[src/rtl/mbx_pkg.sv]
// constants for the travel-limit and auxiliary i/o block
package mbx_pkg;
  // ----------------------------------------------------------------
  // command frames
  // ----------------------------------------------------------------
  localparam logic [31:0] CMD_BORDER     = 32'h73646573;
  localparam logic [31:0] CMD_AUX_IO     = 32'h6F696573;
  localparam logic [4:0]  LEN_BORDER     = 5'h1A;
  localparam logic [4:0]  LEN_AUX_IO     = 5'h12;
  localparam logic [4:0]  LEN_HEAD       = 5'h04;
  localparam int          FRAME_MAX      = 26;
  // byte offsets inside a frame, little endian
  localparam int          OFS_FLAGS_A    = 4;
  localparam int          OFS_FLAGS_B    = 5;
  localparam int          OFS_LEFT_STEP  = 6;
  localparam int          OFS_LEFT_FRAC  = 10;
  localparam int          OFS_RIGHT_STEP = 12;
  localparam int          OFS_RIGHT_FRAC = 16;
  // ----------------------------------------------------------------
  // flag bits
  // ----------------------------------------------------------------
  localparam int          BIT_FROM_POS   = 0;
  localparam int          BIT_STOP_LEFT  = 1;
  localparam int          BIT_STOP_RIGHT = 2;
  localparam int          BIT_EITHER     = 3;
  localparam int          BIT_SW_SWAP    = 0;
  localparam int          BIT_ONE_LOW    = 1;
  localparam int          BIT_TWO_LOW    = 2;
  localparam int          BIT_DRIVE_OUT  = 0;
  localparam int          BIT_INVERT     = 1;
  // ----------------------------------------------------------------
  // auxiliary i/o codes
  // ----------------------------------------------------------------
  localparam logic [3:0]  IN_NONE        = 4'h0;
  localparam logic [3:0]  IN_STOP        = 4'h1;
  localparam logic [3:0]  IN_POWER_OFF   = 4'h2;
  localparam logic [3:0]  IN_REL_MOVE    = 4'h3;
  localparam logic [3:0]  IN_HOME        = 4'h4;
  localparam logic [3:0]  IN_ALARM       = 4'h5;
  localparam logic [3:0]  OUT_OFF        = 4'h0;
  localparam logic [3:0]  OUT_ON         = 4'h1;
  localparam logic [3:0]  OUT_MOVING     = 4'h2;
  localparam logic [3:0]  OUT_ALARM      = 4'h3;
  localparam logic [3:0]  OUT_POWERED    = 4'h4;
  localparam logic signed [15:0] FRAC_MAX = 16'sh00FF;
  localparam logic signed [15:0] FRAC_MIN = -16'sh00FF;
  // ----------------------------------------------------------------
  // register port
  // ----------------------------------------------------------------
  localparam logic [3:0]  ADDR_FRAME_BYTE  = 4'h0;
  localparam logic [3:0]  ADDR_FRAME_ABORT = 4'h1;
  localparam logic [3:0]  ADDR_STATUS      = 4'h2;
  localparam logic [3:0]  ADDR_ANSWER      = 4'h3;
  localparam logic [3:0]  ADDR_CONFIG      = 4'h4;
  localparam logic [3:0]  ADDR_LEFT        = 4'h5;
  localparam logic [3:0]  ADDR_RIGHT       = 4'h6;
  typedef enum logic [2:0] {
    MBX_HEAD = 3'b001,
    MBX_BODY = 3'b010,
    MBX_SKIP = 3'b100
  } mbx_rx_state_t;
endpackage

[src/rtl/mbx_frame_rx.sv]
// command frame assembler for the travel-limit and auxiliary i/o block
`timescale 1ns/1ps
module mbx_frame_rx
  import mbx_pkg::*;
(
  // clock and reset
  input  wire logic                       clock,
  input  wire logic                       srst,
  // byte stream
  input  wire logic                       byte_valid,
  input  wire logic [7:0]                 byte_data,
  input  wire logic                       abort,
  // assembled frame
  output logic                            frame_done,
  output logic                            frame_is_border,
  output logic                            busy,
  output logic [8*FRAME_MAX-1:0]          frame_buf
);
  mbx_rx_state_t          state;
  mbx_rx_state_t          next_state;
  logic [4:0]             count;
  logic [4:0]             next_count;
  logic [4:0]             length;
  logic [4:0]             next_length;
  logic                   next_done;
  logic                   next_is_border;
  logic [8*FRAME_MAX-1:0] next_buf;
  logic [31:0]            head;

  // ----------------------------------------------------------------
  // byte collection
  // ----------------------------------------------------------------
  always_comb
  begin
    next_state     = state;
    next_count     = count;
    next_length    = length;
    next_done      = 1'b0;
    next_is_border = frame_is_border;
    next_buf       = frame_buf;
    head           = {byte_data, frame_buf[23:0]};
    if (abort)
    begin
      next_state = MBX_HEAD;
      next_count = '0;
    end
    else if (byte_valid)
    begin
      unique case (state)
        MBX_HEAD:
        begin
          next_buf[8*count +: 8] = byte_data;
          next_count             = count + 5'h01;
          if (count == LEN_HEAD - 5'h01)
          begin
            // unknown codes are dropped until the host aborts
            if (head == CMD_BORDER)
            begin
              next_state     = MBX_BODY;
              next_length    = LEN_BORDER;
              next_is_border = 1'b1;
            end
            else if (head == CMD_AUX_IO)
            begin
              next_state     = MBX_BODY;
              next_length    = LEN_AUX_IO;
              next_is_border = 1'b0;
            end
            else
              next_state = MBX_SKIP;
          end
        end
        MBX_BODY:
        begin
          next_buf[8*count +: 8] = byte_data;
          next_count             = count + 5'h01;
          if (count == length - 5'h01)
          begin
            next_done  = 1'b1;
            next_state = MBX_HEAD;
            next_count = '0;
          end
        end
        MBX_SKIP:
          next_state = MBX_SKIP;
      endcase
    end
  end

  always_ff @(posedge clock)
  begin
    if (srst)
    begin
      state           <= MBX_HEAD;
      count           <= '0;
      length          <= LEN_HEAD;
      frame_done      <= 1'b0;
      frame_is_border <= 1'b0;
      frame_buf       <= '0;
    end
    else
    begin
      state           <= next_state;
      count           <= next_count;
      length          <= next_length;
      frame_done      <= next_done;
      frame_is_border <= next_is_border;
      frame_buf       <= next_buf;
    end
  end

  assign busy = (state != MBX_HEAD) || (count != '0);
endmodule

[src/rtl/mbx_limit_io.sv]
// travel-limit and auxiliary i/o logic of the motion controller
//
// Summary of operation
// flag bit 0x1 picks stored positions as borders, else limit switches.
// flag bit 0x2 halts motion on reaching the left border.
// flag bit 0x4 halts motion on reaching the right border.
// flag bit 0x8 halts motion at either border, guarding misconfiguration.
// switch bit 0x1 makes the first switch the right one.
// switch bit 0x2 makes a low first switch pin the triggered state.
// switch bit 0x4 makes a low second switch pin the triggered state.
// borders are signed 32-bit steps, compared only in position mode.
// each border has a signed 1/256 fraction, clamped to magnitude 255.
// setup bit 0x1 drives the aux pin out, else it is sampled.
// setup bit 0x2 inverts: falling edge event, low level active.
// without inversion rising edges are events and high is active.
// low mode nibble picks the input action; zero does nothing.
// action 1 stops the motor, action 2 powers windings off.
// action 3 starts a relative move, action 4 starts homing.
// action 5 enters the alarm state.
// high mode nibble 0 holds pin inactive, 1 holds it active.
// output code 2 is active while the motor moves.
// output code 3 is active while the alarm state lasts.
// output code 4 is active while windings are powered.
// aux i/o frame is 18 bytes under its code; answer is the code.
// border frame code is recognised as the border settings command.
// reserved bytes ignored; settings apply only after a whole frame.
`timescale 1ns/1ps
module mbx_limit_io
  import mbx_pkg::*;
(
  // clock and reset
  input  wire logic               clock,
  input  wire logic               srst,
  // register port
  input  wire logic [3:0]         reg_addr,
  input  wire logic [31:0]        reg_wdata,
  input  wire logic               reg_write,
  input  wire logic               reg_read,
  output logic [31:0]             reg_rdata,
  // motion engine state
  input  wire logic signed [31:0] position_steps,
  input  wire logic signed [15:0] position_fraction,
  input  wire logic               motor_moving,
  input  wire logic               moving_left,
  input  wire logic               moving_right,
  input  wire logic               windings_powered,
  input  wire logic               alarm_clear,
  // limit switches
  input  wire logic               switch_one_pin,
  input  wire logic               switch_two_pin,
  // auxiliary pin
  input  wire logic               aux_io_in,
  output logic                    aux_io_out,
  output logic                    aux_io_oe,
  // requests to the motion engine
  output logic                    halt_request,
  output logic                    at_left_limit,
  output logic                    at_right_limit,
  output logic                    motion_stop,
  output logic                    windings_power_off,
  output logic                    relative_move,
  output logic                    home_start,
  output logic                    alarm_state
);
  // ----------------------------------------------------------------
  // frame reception
  // ----------------------------------------------------------------
  logic                   frame_done;
  logic                   frame_is_border;
  logic                   rx_busy;
  logic [8*FRAME_MAX-1:0] frame_buf;

  mbx_frame_rx u_rx (
    .clock           (clock),
    .srst            (srst),
    .byte_valid      (reg_write && reg_addr == ADDR_FRAME_BYTE),
    .byte_data       (reg_wdata[7:0]),
    .abort           (reg_write && reg_addr == ADDR_FRAME_ABORT),
    .frame_done      (frame_done),
    .frame_is_border (frame_is_border),
    .busy            (rx_busy),
    .frame_buf       (frame_buf)
  );

  function automatic logic signed [15:0] clamp_frac(input logic signed [15:0] v);
    if (v > FRAC_MAX)
      clamp_frac = FRAC_MAX;
    else if (v < FRAC_MIN)
      clamp_frac = FRAC_MIN;
    else
      clamp_frac = v;
  endfunction

  // ----------------------------------------------------------------
  // settings
  // ----------------------------------------------------------------
  logic [7:0]         travel_limit_flags;
  logic [7:0]         limit_switch_flags;
  logic signed [31:0] left_limit_steps;
  logic signed [15:0] left_limit_fraction;
  logic signed [31:0] right_limit_steps;
  logic signed [15:0] right_limit_fraction;
  logic [7:0]         aux_io_setup_flags;
  logic [7:0]         aux_io_action_select;
  logic [31:0]        answer_code;
  logic               answer_ready;
  logic [7:0]         next_travel_flags;
  logic [7:0]         next_switch_flags;
  logic signed [31:0] next_left_steps;
  logic signed [15:0] next_left_frac;
  logic signed [31:0] next_right_steps;
  logic signed [15:0] next_right_frac;
  logic [7:0]         next_setup_flags;
  logic [7:0]         next_action_select;
  logic [31:0]        next_answer_code;
  logic               next_answer_ready;
  logic               answer_read;

  assign answer_read = reg_read && reg_addr == ADDR_ANSWER;

  always_comb
  begin
    next_travel_flags  = travel_limit_flags;
    next_switch_flags  = limit_switch_flags;
    next_left_steps    = left_limit_steps;
    next_left_frac     = left_limit_fraction;
    next_right_steps   = right_limit_steps;
    next_right_frac    = right_limit_fraction;
    next_setup_flags   = aux_io_setup_flags;
    next_action_select = aux_io_action_select;
    next_answer_code   = answer_code;
    next_answer_ready  = answer_ready && !answer_read;
    // no setting changes until the last byte of a frame is in; answer_ready still clears on an answer read
    if (frame_done)
    begin
      next_answer_ready = 1'b1;
      if (frame_is_border)
      begin
        next_answer_code  = CMD_BORDER;
        next_travel_flags = frame_buf[8*OFS_FLAGS_A +: 8];
        next_switch_flags = frame_buf[8*OFS_FLAGS_B +: 8];
        next_left_steps   = frame_buf[8*OFS_LEFT_STEP +: 32];
        next_right_steps  = frame_buf[8*OFS_RIGHT_STEP +: 32];
        next_left_frac    = clamp_frac(frame_buf[8*OFS_LEFT_FRAC +: 16]);
        next_right_frac   = clamp_frac(frame_buf[8*OFS_RIGHT_FRAC +: 16]);
      end
      else
      begin
        next_answer_code   = CMD_AUX_IO;
        next_setup_flags   = frame_buf[8*OFS_FLAGS_A +: 8];
        next_action_select = frame_buf[8*OFS_FLAGS_B +: 8];
      end
    end
  end

  always_ff @(posedge clock)
  begin
    if (srst)
    begin
      travel_limit_flags   <= '0;
      limit_switch_flags   <= '0;
      left_limit_steps     <= '0;
      left_limit_fraction  <= '0;
      right_limit_steps    <= '0;
      right_limit_fraction <= '0;
      aux_io_setup_flags   <= '0;
      aux_io_action_select <= '0;
      answer_code          <= '0;
      answer_ready         <= 1'b0;
    end
    else
    begin
      travel_limit_flags   <= next_travel_flags;
      limit_switch_flags   <= next_switch_flags;
      left_limit_steps     <= next_left_steps;
      left_limit_fraction  <= next_left_frac;
      right_limit_steps    <= next_right_steps;
      right_limit_fraction <= next_right_frac;
      aux_io_setup_flags   <= next_setup_flags;
      aux_io_action_select <= next_action_select;
      answer_code          <= next_answer_code;
      answer_ready         <= next_answer_ready;
    end
  end

  // ----------------------------------------------------------------
  // travel limits
  // ----------------------------------------------------------------
  logic               limit_from_position;
  logic               halt_at_either_limit;
  logic               switch_one_hit;
  logic               switch_two_hit;
  logic signed [39:0] pos_fine;
  logic signed [39:0] left_fine;
  logic signed [39:0] right_fine;
  logic               left_reached;
  logic               right_reached;
  logic               next_halt;

  assign limit_from_position  = travel_limit_flags[BIT_FROM_POS];
  assign halt_at_either_limit = travel_limit_flags[BIT_EITHER];

  always_comb
  begin
    // switch pins are already synchronous to clock
    switch_one_hit = switch_one_pin ^ limit_switch_flags[BIT_ONE_LOW];
    switch_two_hit = switch_two_pin ^ limit_switch_flags[BIT_TWO_LOW];
    pos_fine       = $signed({position_steps, 8'h00}) + 40'(position_fraction);
    left_fine      = $signed({left_limit_steps, 8'h00}) + 40'(left_limit_fraction);
    right_fine     = $signed({right_limit_steps, 8'h00}) + 40'(right_limit_fraction);
    if (limit_from_position)
    begin
      left_reached  = pos_fine <= left_fine;
      right_reached = pos_fine >= right_fine;
    end
    else if (limit_switch_flags[BIT_SW_SWAP])
    begin
      left_reached  = switch_two_hit;
      right_reached = switch_one_hit;
    end
    else
    begin
      left_reached  = switch_one_hit;
      right_reached = switch_two_hit;
    end
    next_halt = (left_reached && travel_limit_flags[BIT_STOP_LEFT] && moving_left)
             || (right_reached && travel_limit_flags[BIT_STOP_RIGHT] && moving_right)
             || ((left_reached || right_reached) && halt_at_either_limit
                 && motor_moving);
  end

  always_ff @(posedge clock)
  begin
    if (srst)
    begin
      halt_request   <= 1'b0;
      at_left_limit  <= 1'b0;
      at_right_limit <= 1'b0;
    end
    else
    begin
      halt_request   <= next_halt;
      at_left_limit  <= left_reached;
      at_right_limit <= right_reached;
    end
  end

  // ----------------------------------------------------------------
  // auxiliary pin
  // ----------------------------------------------------------------
  logic       aux_io_drive_out;
  logic       aux_io_invert;
  logic [3:0] aux_in_action_field;
  logic [3:0] aux_out_behaviour_field;
  logic       in_level;
  logic       prev_level;
  logic       in_event;
  logic       out_active;
  logic       next_stop;
  logic       next_power_off;
  logic       next_rel_move;
  logic       next_home;
  logic       next_alarm;
  logic       next_out;

  assign aux_io_drive_out        = aux_io_setup_flags[BIT_DRIVE_OUT];
  assign aux_io_invert           = aux_io_setup_flags[BIT_INVERT];
  assign aux_in_action_field     = aux_io_action_select[3:0];
  assign aux_out_behaviour_field = aux_io_action_select[7:4];

  always_comb
  begin
    in_level       = aux_io_in ^ aux_io_invert;
    in_event       = !aux_io_drive_out && in_level && !prev_level;
    next_stop      = in_event && aux_in_action_field == IN_STOP;
    next_power_off = in_event && aux_in_action_field == IN_POWER_OFF;
    next_rel_move  = in_event && aux_in_action_field == IN_REL_MOVE;
    next_home      = in_event && aux_in_action_field == IN_HOME;
    // a new alarm event beats a clear in the same cycle
    next_alarm     = (in_event && aux_in_action_field == IN_ALARM)
                  || (alarm_state && !alarm_clear);
    unique case (aux_out_behaviour_field)
      OUT_ON:      out_active = 1'b1;
      OUT_MOVING:  out_active = motor_moving;
      OUT_ALARM:   out_active = alarm_state;
      OUT_POWERED: out_active = windings_powered;
      default:     out_active = 1'b0;
    endcase
    next_out = out_active ^ aux_io_invert;
  end

  always_ff @(posedge clock)
  begin
    if (srst)
    begin
      prev_level         <= 1'b0;
      motion_stop        <= 1'b0;
      windings_power_off <= 1'b0;
      relative_move      <= 1'b0;
      home_start         <= 1'b0;
      alarm_state        <= 1'b0;
      aux_io_out         <= 1'b0;
      aux_io_oe          <= 1'b0;
    end
    else
    begin
      prev_level         <= in_level;
      motion_stop        <= next_stop;
      windings_power_off <= next_power_off;
      relative_move      <= next_rel_move;
      home_start         <= next_home;
      alarm_state        <= next_alarm;
      aux_io_out         <= next_out;
      aux_io_oe          <= aux_io_drive_out;
    end
  end

  // ----------------------------------------------------------------
  // register reads
  // ----------------------------------------------------------------
  logic [31:0] next_rdata;

  always_comb
  begin
    next_rdata = '0;
    if (reg_read)
    begin
      unique case (reg_addr)
        ADDR_STATUS:
          next_rdata = {24'h000000, rx_busy, answer_ready, aux_io_in, alarm_state,
                        halt_request, at_right_limit, at_left_limit, motor_moving};
        ADDR_ANSWER: next_rdata = answer_code;
        ADDR_CONFIG:
          next_rdata = {aux_io_action_select, aux_io_setup_flags,
                        limit_switch_flags, travel_limit_flags};
        ADDR_LEFT:   next_rdata = left_limit_steps;
        ADDR_RIGHT:  next_rdata = right_limit_steps;
        default:     next_rdata = '0;
      endcase
    end
  end

  always_ff @(posedge clock)
  begin
    if (srst)
      reg_rdata <= '0;
    else
      reg_rdata <= next_rdata;
  end
endmodule

[config.mk]
export PLATFORM = sky130hd
export DESIGN_NAME = mbx_limit_io
export DESIGN_NICKNAME = d
export VERILOG_FILES = /design/src/rtl/mbx_pkg.sv /design/src/rtl/mbx_frame_rx.sv /design/src/rtl/mbx_limit_io.sv
export SDC_FILE = /design/constraint.sdc
export NUM_CORES = 1
export LEC_CHECK = 0
export ABC_CLOCK_PERIOD_IN_PS = 14600
export BUFFER_PORTS_ARGS = -buffer_cell sky130_fd_sc_hd__buf_2
export CAP_MARGIN = 20
export CORE_ASPECT_RATIO = 0.9
export CORE_UTILIZATION = 50
export DETAILED_ROUTE_END_ITERATION = 16
export PLACE_DENSITY = 0.76
export SLEW_MARGIN = 20
export SYNTH_ARGS = -nofsm -noshare
export SYNTH_HDL_FRONTEND = slang
export SYNTH_SLANG_ARGS = --single-unit
[constraint.sdc]
create_clock -name clock -period 14.6 [get_ports clock]
set_clock_uncertainty 0.2 [all_clocks]
set_input_delay 3.65 -clock clock [delete_from_list [all_inputs] [get_ports clock]]
set_output_delay 3.65 -clock clock [all_outputs]
set_load 0.03 [all_outputs]
==> results by group <==
Timing
  – Final Cycle Share: 60.4%
  – Max Freq: 113 MHz
  – Setup-failing EPs final: 0
  – Relative slew margins: 25.5%
  – Final Hold Slack: 0.249 ns
  – Minimum clock period: between 8 and 9 ns
  – Worst Max-Slew Pin Slew: between 1 and 1.5 ns
  – Max Slew Vio Count: 0
  – RSZ-0062 raised after global routing: false
  – Final Hold Vio Count: 0
  – PnR worst setup slack: 5.78 ns
  – Setup tns final: 0 ns

Synthesis
  – Top-count cell post-synth: nand2_1
  – Synth top area cells: dfxtp_1, ha_1, a21oi_1
  – Asr flop ratio synth: 0%
  – Syn avg cell area: approximately 7.7 sq um
  – Sequential area share after synthesis: 33.8%
  – Syn nets: about 2,800
  – Synth cell count leaders: nand2_1, a21oi_1, dfxtp_1
  – Mapped Area: 19,100 sq um
  – Number of synthesized flops with an enable pin: 0
  – Register bit count reported by yosys: 323
  – Area leader, netlist: dfxtp_1
  – Post-Syn Instances: ~2,500
  – Main flop type after synthesis: dfxtp_1
  – Top cell type's share of synthesized area: 33.8%
  – Post-synth cell types: 84
  – Ys Warns: 0

Routing
  – Antenna-violating nets left: 0
  – Vias: 18,500
  – Initial drt markers: just under 2,000
  – # DRC: 0
  – WL final: between 50 and 60 mm
  – Routed wire per std cell: ~20 microns
  – Detailed Routing Iterations Pass 1: 6
  – Vias/cell: 6.10

Clock network
  – Clock Path Buffers: 3
  – # hold bufs at CTS: 0
  – Post-CTS Setup Inserts: 0
  – Post-CTS sizing: 0
  – Clk sinks: 323
  – Clk_lat worst skew: 0.57 ns
  – Clock-pin slew on the worst setup and hold paths: 0.06 ns
  – CTS Root Cell: clkbuf_16
  – TritonCTS buffer count: 36
  – CTS tree: yes
  – CTS H-tree depth: 2

Global routing
  – Total track usage: 29.6%
  – Initial antenna violation count: 1
  – Largest net degree at the start of global routing: 110
  – Gr ovfl total: 0
  – First-pass GRT wire length: 91.5 mm
  – Number of global-route vias before repair: 17,200

Run status
  – Status: complete, no violations

Floorplanning
  – Initial Utilization: 51.1%
  – Die Area: 39,100 sq um
  – Die height: 188 microns
  – Die X: about 210 microns
  – Core box area: between 30,000 and 40,000 sq um
  – Core Rows: 67
  – Ports: 138

Worst setup path
  – Worst path bufs/invs: 1
  – Worst path top cell family by delay: simple AND/OR/NAND/NOR gates
  – Crit path DAT: 9.09 ns
  – Worst Path Max Fanout: 25
  – Setup CP Type: in -> reg
  – CP cell instances: buf_2, ha_1, nand4_1, nor4_1, nor2_1, a21bo_2, a21oi_1, o211ai_1, and4b_1, a311oi_1, ha_1, nand4_1, nor4_1, and3_1, o31ai_1, and4b_1, a211oi_1, o311ai_0, a31oi_1
  – Worst Setup Start Kind: input pin
  – Register-to-register setup slack: around 8 ns
  – Critical Path Sink Type: flip-flop
  – Critical Path Max Stage Delay: between 0.5 and 0.6 ns
  – CP max-delay cell: nor4_1
  – Crit path required time: 14.88 ns

Placed design
  – IO Port Bufs: 113
  – Gpl congestion: 0.934
  – Placed cell areas: 19,900 sq um
  – Dpl hpwl: 44.8 mm
  – Dpl ws: ~5.3 ns

Power and ir drop
  – Peak supply drop: roughly 0.092 mV
  – Cell Pwr Density: 95.2 nW/um^2
  – Leakage power: about 0.008 uW

Finish
  – Fin nets: 2,804
  – ANT cells: 0
  – Share of post-route cells with drive strength above 1: 8.64%
  – Post-route cell area: 21,100 sq um
  – Post-layout util: 56.3%
  – Area growth, synth to finish: 10.3%

Min path
  – Worst Hold Class: reg -> reg

Run
  – Max cap viols: 0
==> logic make-up (layout without fill, tap and decap cells) <==
kind of cell	after synthesis	in the layout	share of synthesized area, %
XOR/XNOR	84	84	3.84
buffers and inverters	193	260	3.98
AO/OA/AOI/OAI	685	685	22.0
flip-flops	323	323	33.8
adder cells (fa/ha/maj)	185	185	12.2
AND/OR/NAND/NOR	1002	1002	23.8
multiplexers	6	6	0.320
==> registers in the layout, indices dropped and copies added (netlist names), 3 cells and up <==
register,flops
u_rx.frame_buf,136
left_limit_steps,32
reg_rdata,32
right_limit_steps,32
left_limit_fraction,16
right_limit_fraction,16
aux_io_action_select,8
aux_io_setup_flags,8
limit_switch_flags,8
travel_limit_flags,8
u_rx.count,5
answer_code,3
u_rx.length,3
u_rx.state,3
==> per-layer routing <==
| metal | track usage, % | routed length (microns) | vias to the layer above |
|---|---|---|---|
| li1 | - | - | 8929 |
| met1 | 39.6 | 25400 | 8584 |
| met2 | 47.1 | 26000 | 808 |
| met3 | 4.86 | 5090 | 149 |
| met4 | 12.6 | 2550 | 0 |
| met5 | 0 | 0 | - |
==> report_power, final <==
| group | internal [uW] | switching (uW) | total [uW] |
|---|---|---|---|
| clock | 510 | 383 | 894 |
| sequential | 882 | 0.956 | 883 |
| combinational | 90.2 | 142 | 232 |
==> worst reg2reg max path, delay by kind of cell, from the launching register on <==
kind            cells  cell delay (ns)
compound gates     10             3.26
simple gates        5             1.52
flops               1             1.05
fa+ha+maj           2             0.71
==> cells in the final DEF, fill, tap and decap left out, types with 36 or more instances in the layout <==
cell type	Yosys	routed
o21ai_0	67	67
inv_1	75	75
ha_1	182	182
nor3_1	67	67
a21o_1	38	38
a21oi_1	365	365
clkbuf_16	0	36
nand3_1	94	94
buf_2	9	112
nand2_1	394	393
nand4_1	36	36
xnor2_1	50	50
nor2_1	259	256
dfxtp_1	323	323
==> through the flow <==
stage	instances	power, uW
floorplan	2478	1070
global placement	2968	1120
detailed placement	2968	1130
CTS	3028	2010
global route	3028	2080
finish	3028	2010
==> final timing paths <==
check                                         end                     from  cells past startpoint
worst max-delay path                 halt_request    position_fraction[15]                     19
worst min-delay path            u_rx.frame_buf[6]        u_rx.frame_buf[6]                      2
worst max register to register       halt_request  left_limit_fraction[15]                     17
worst min register to register  u_rx.frame_buf[6]        u_rx.frame_buf[6]                      2
==> cell type report <==
cell class,instances,area [sq um]
Inverter,75,282
Clock buffer,47,1000
Sequential cell,323,6470
Clock inverter,13,163
Timing Repair Buffer,125,662
Tap cell,483,604
Multi-Input combinational cell,1962,11900
Fill cell,3374,16400
Note: power is estimated with default switching activity, not from simulation.
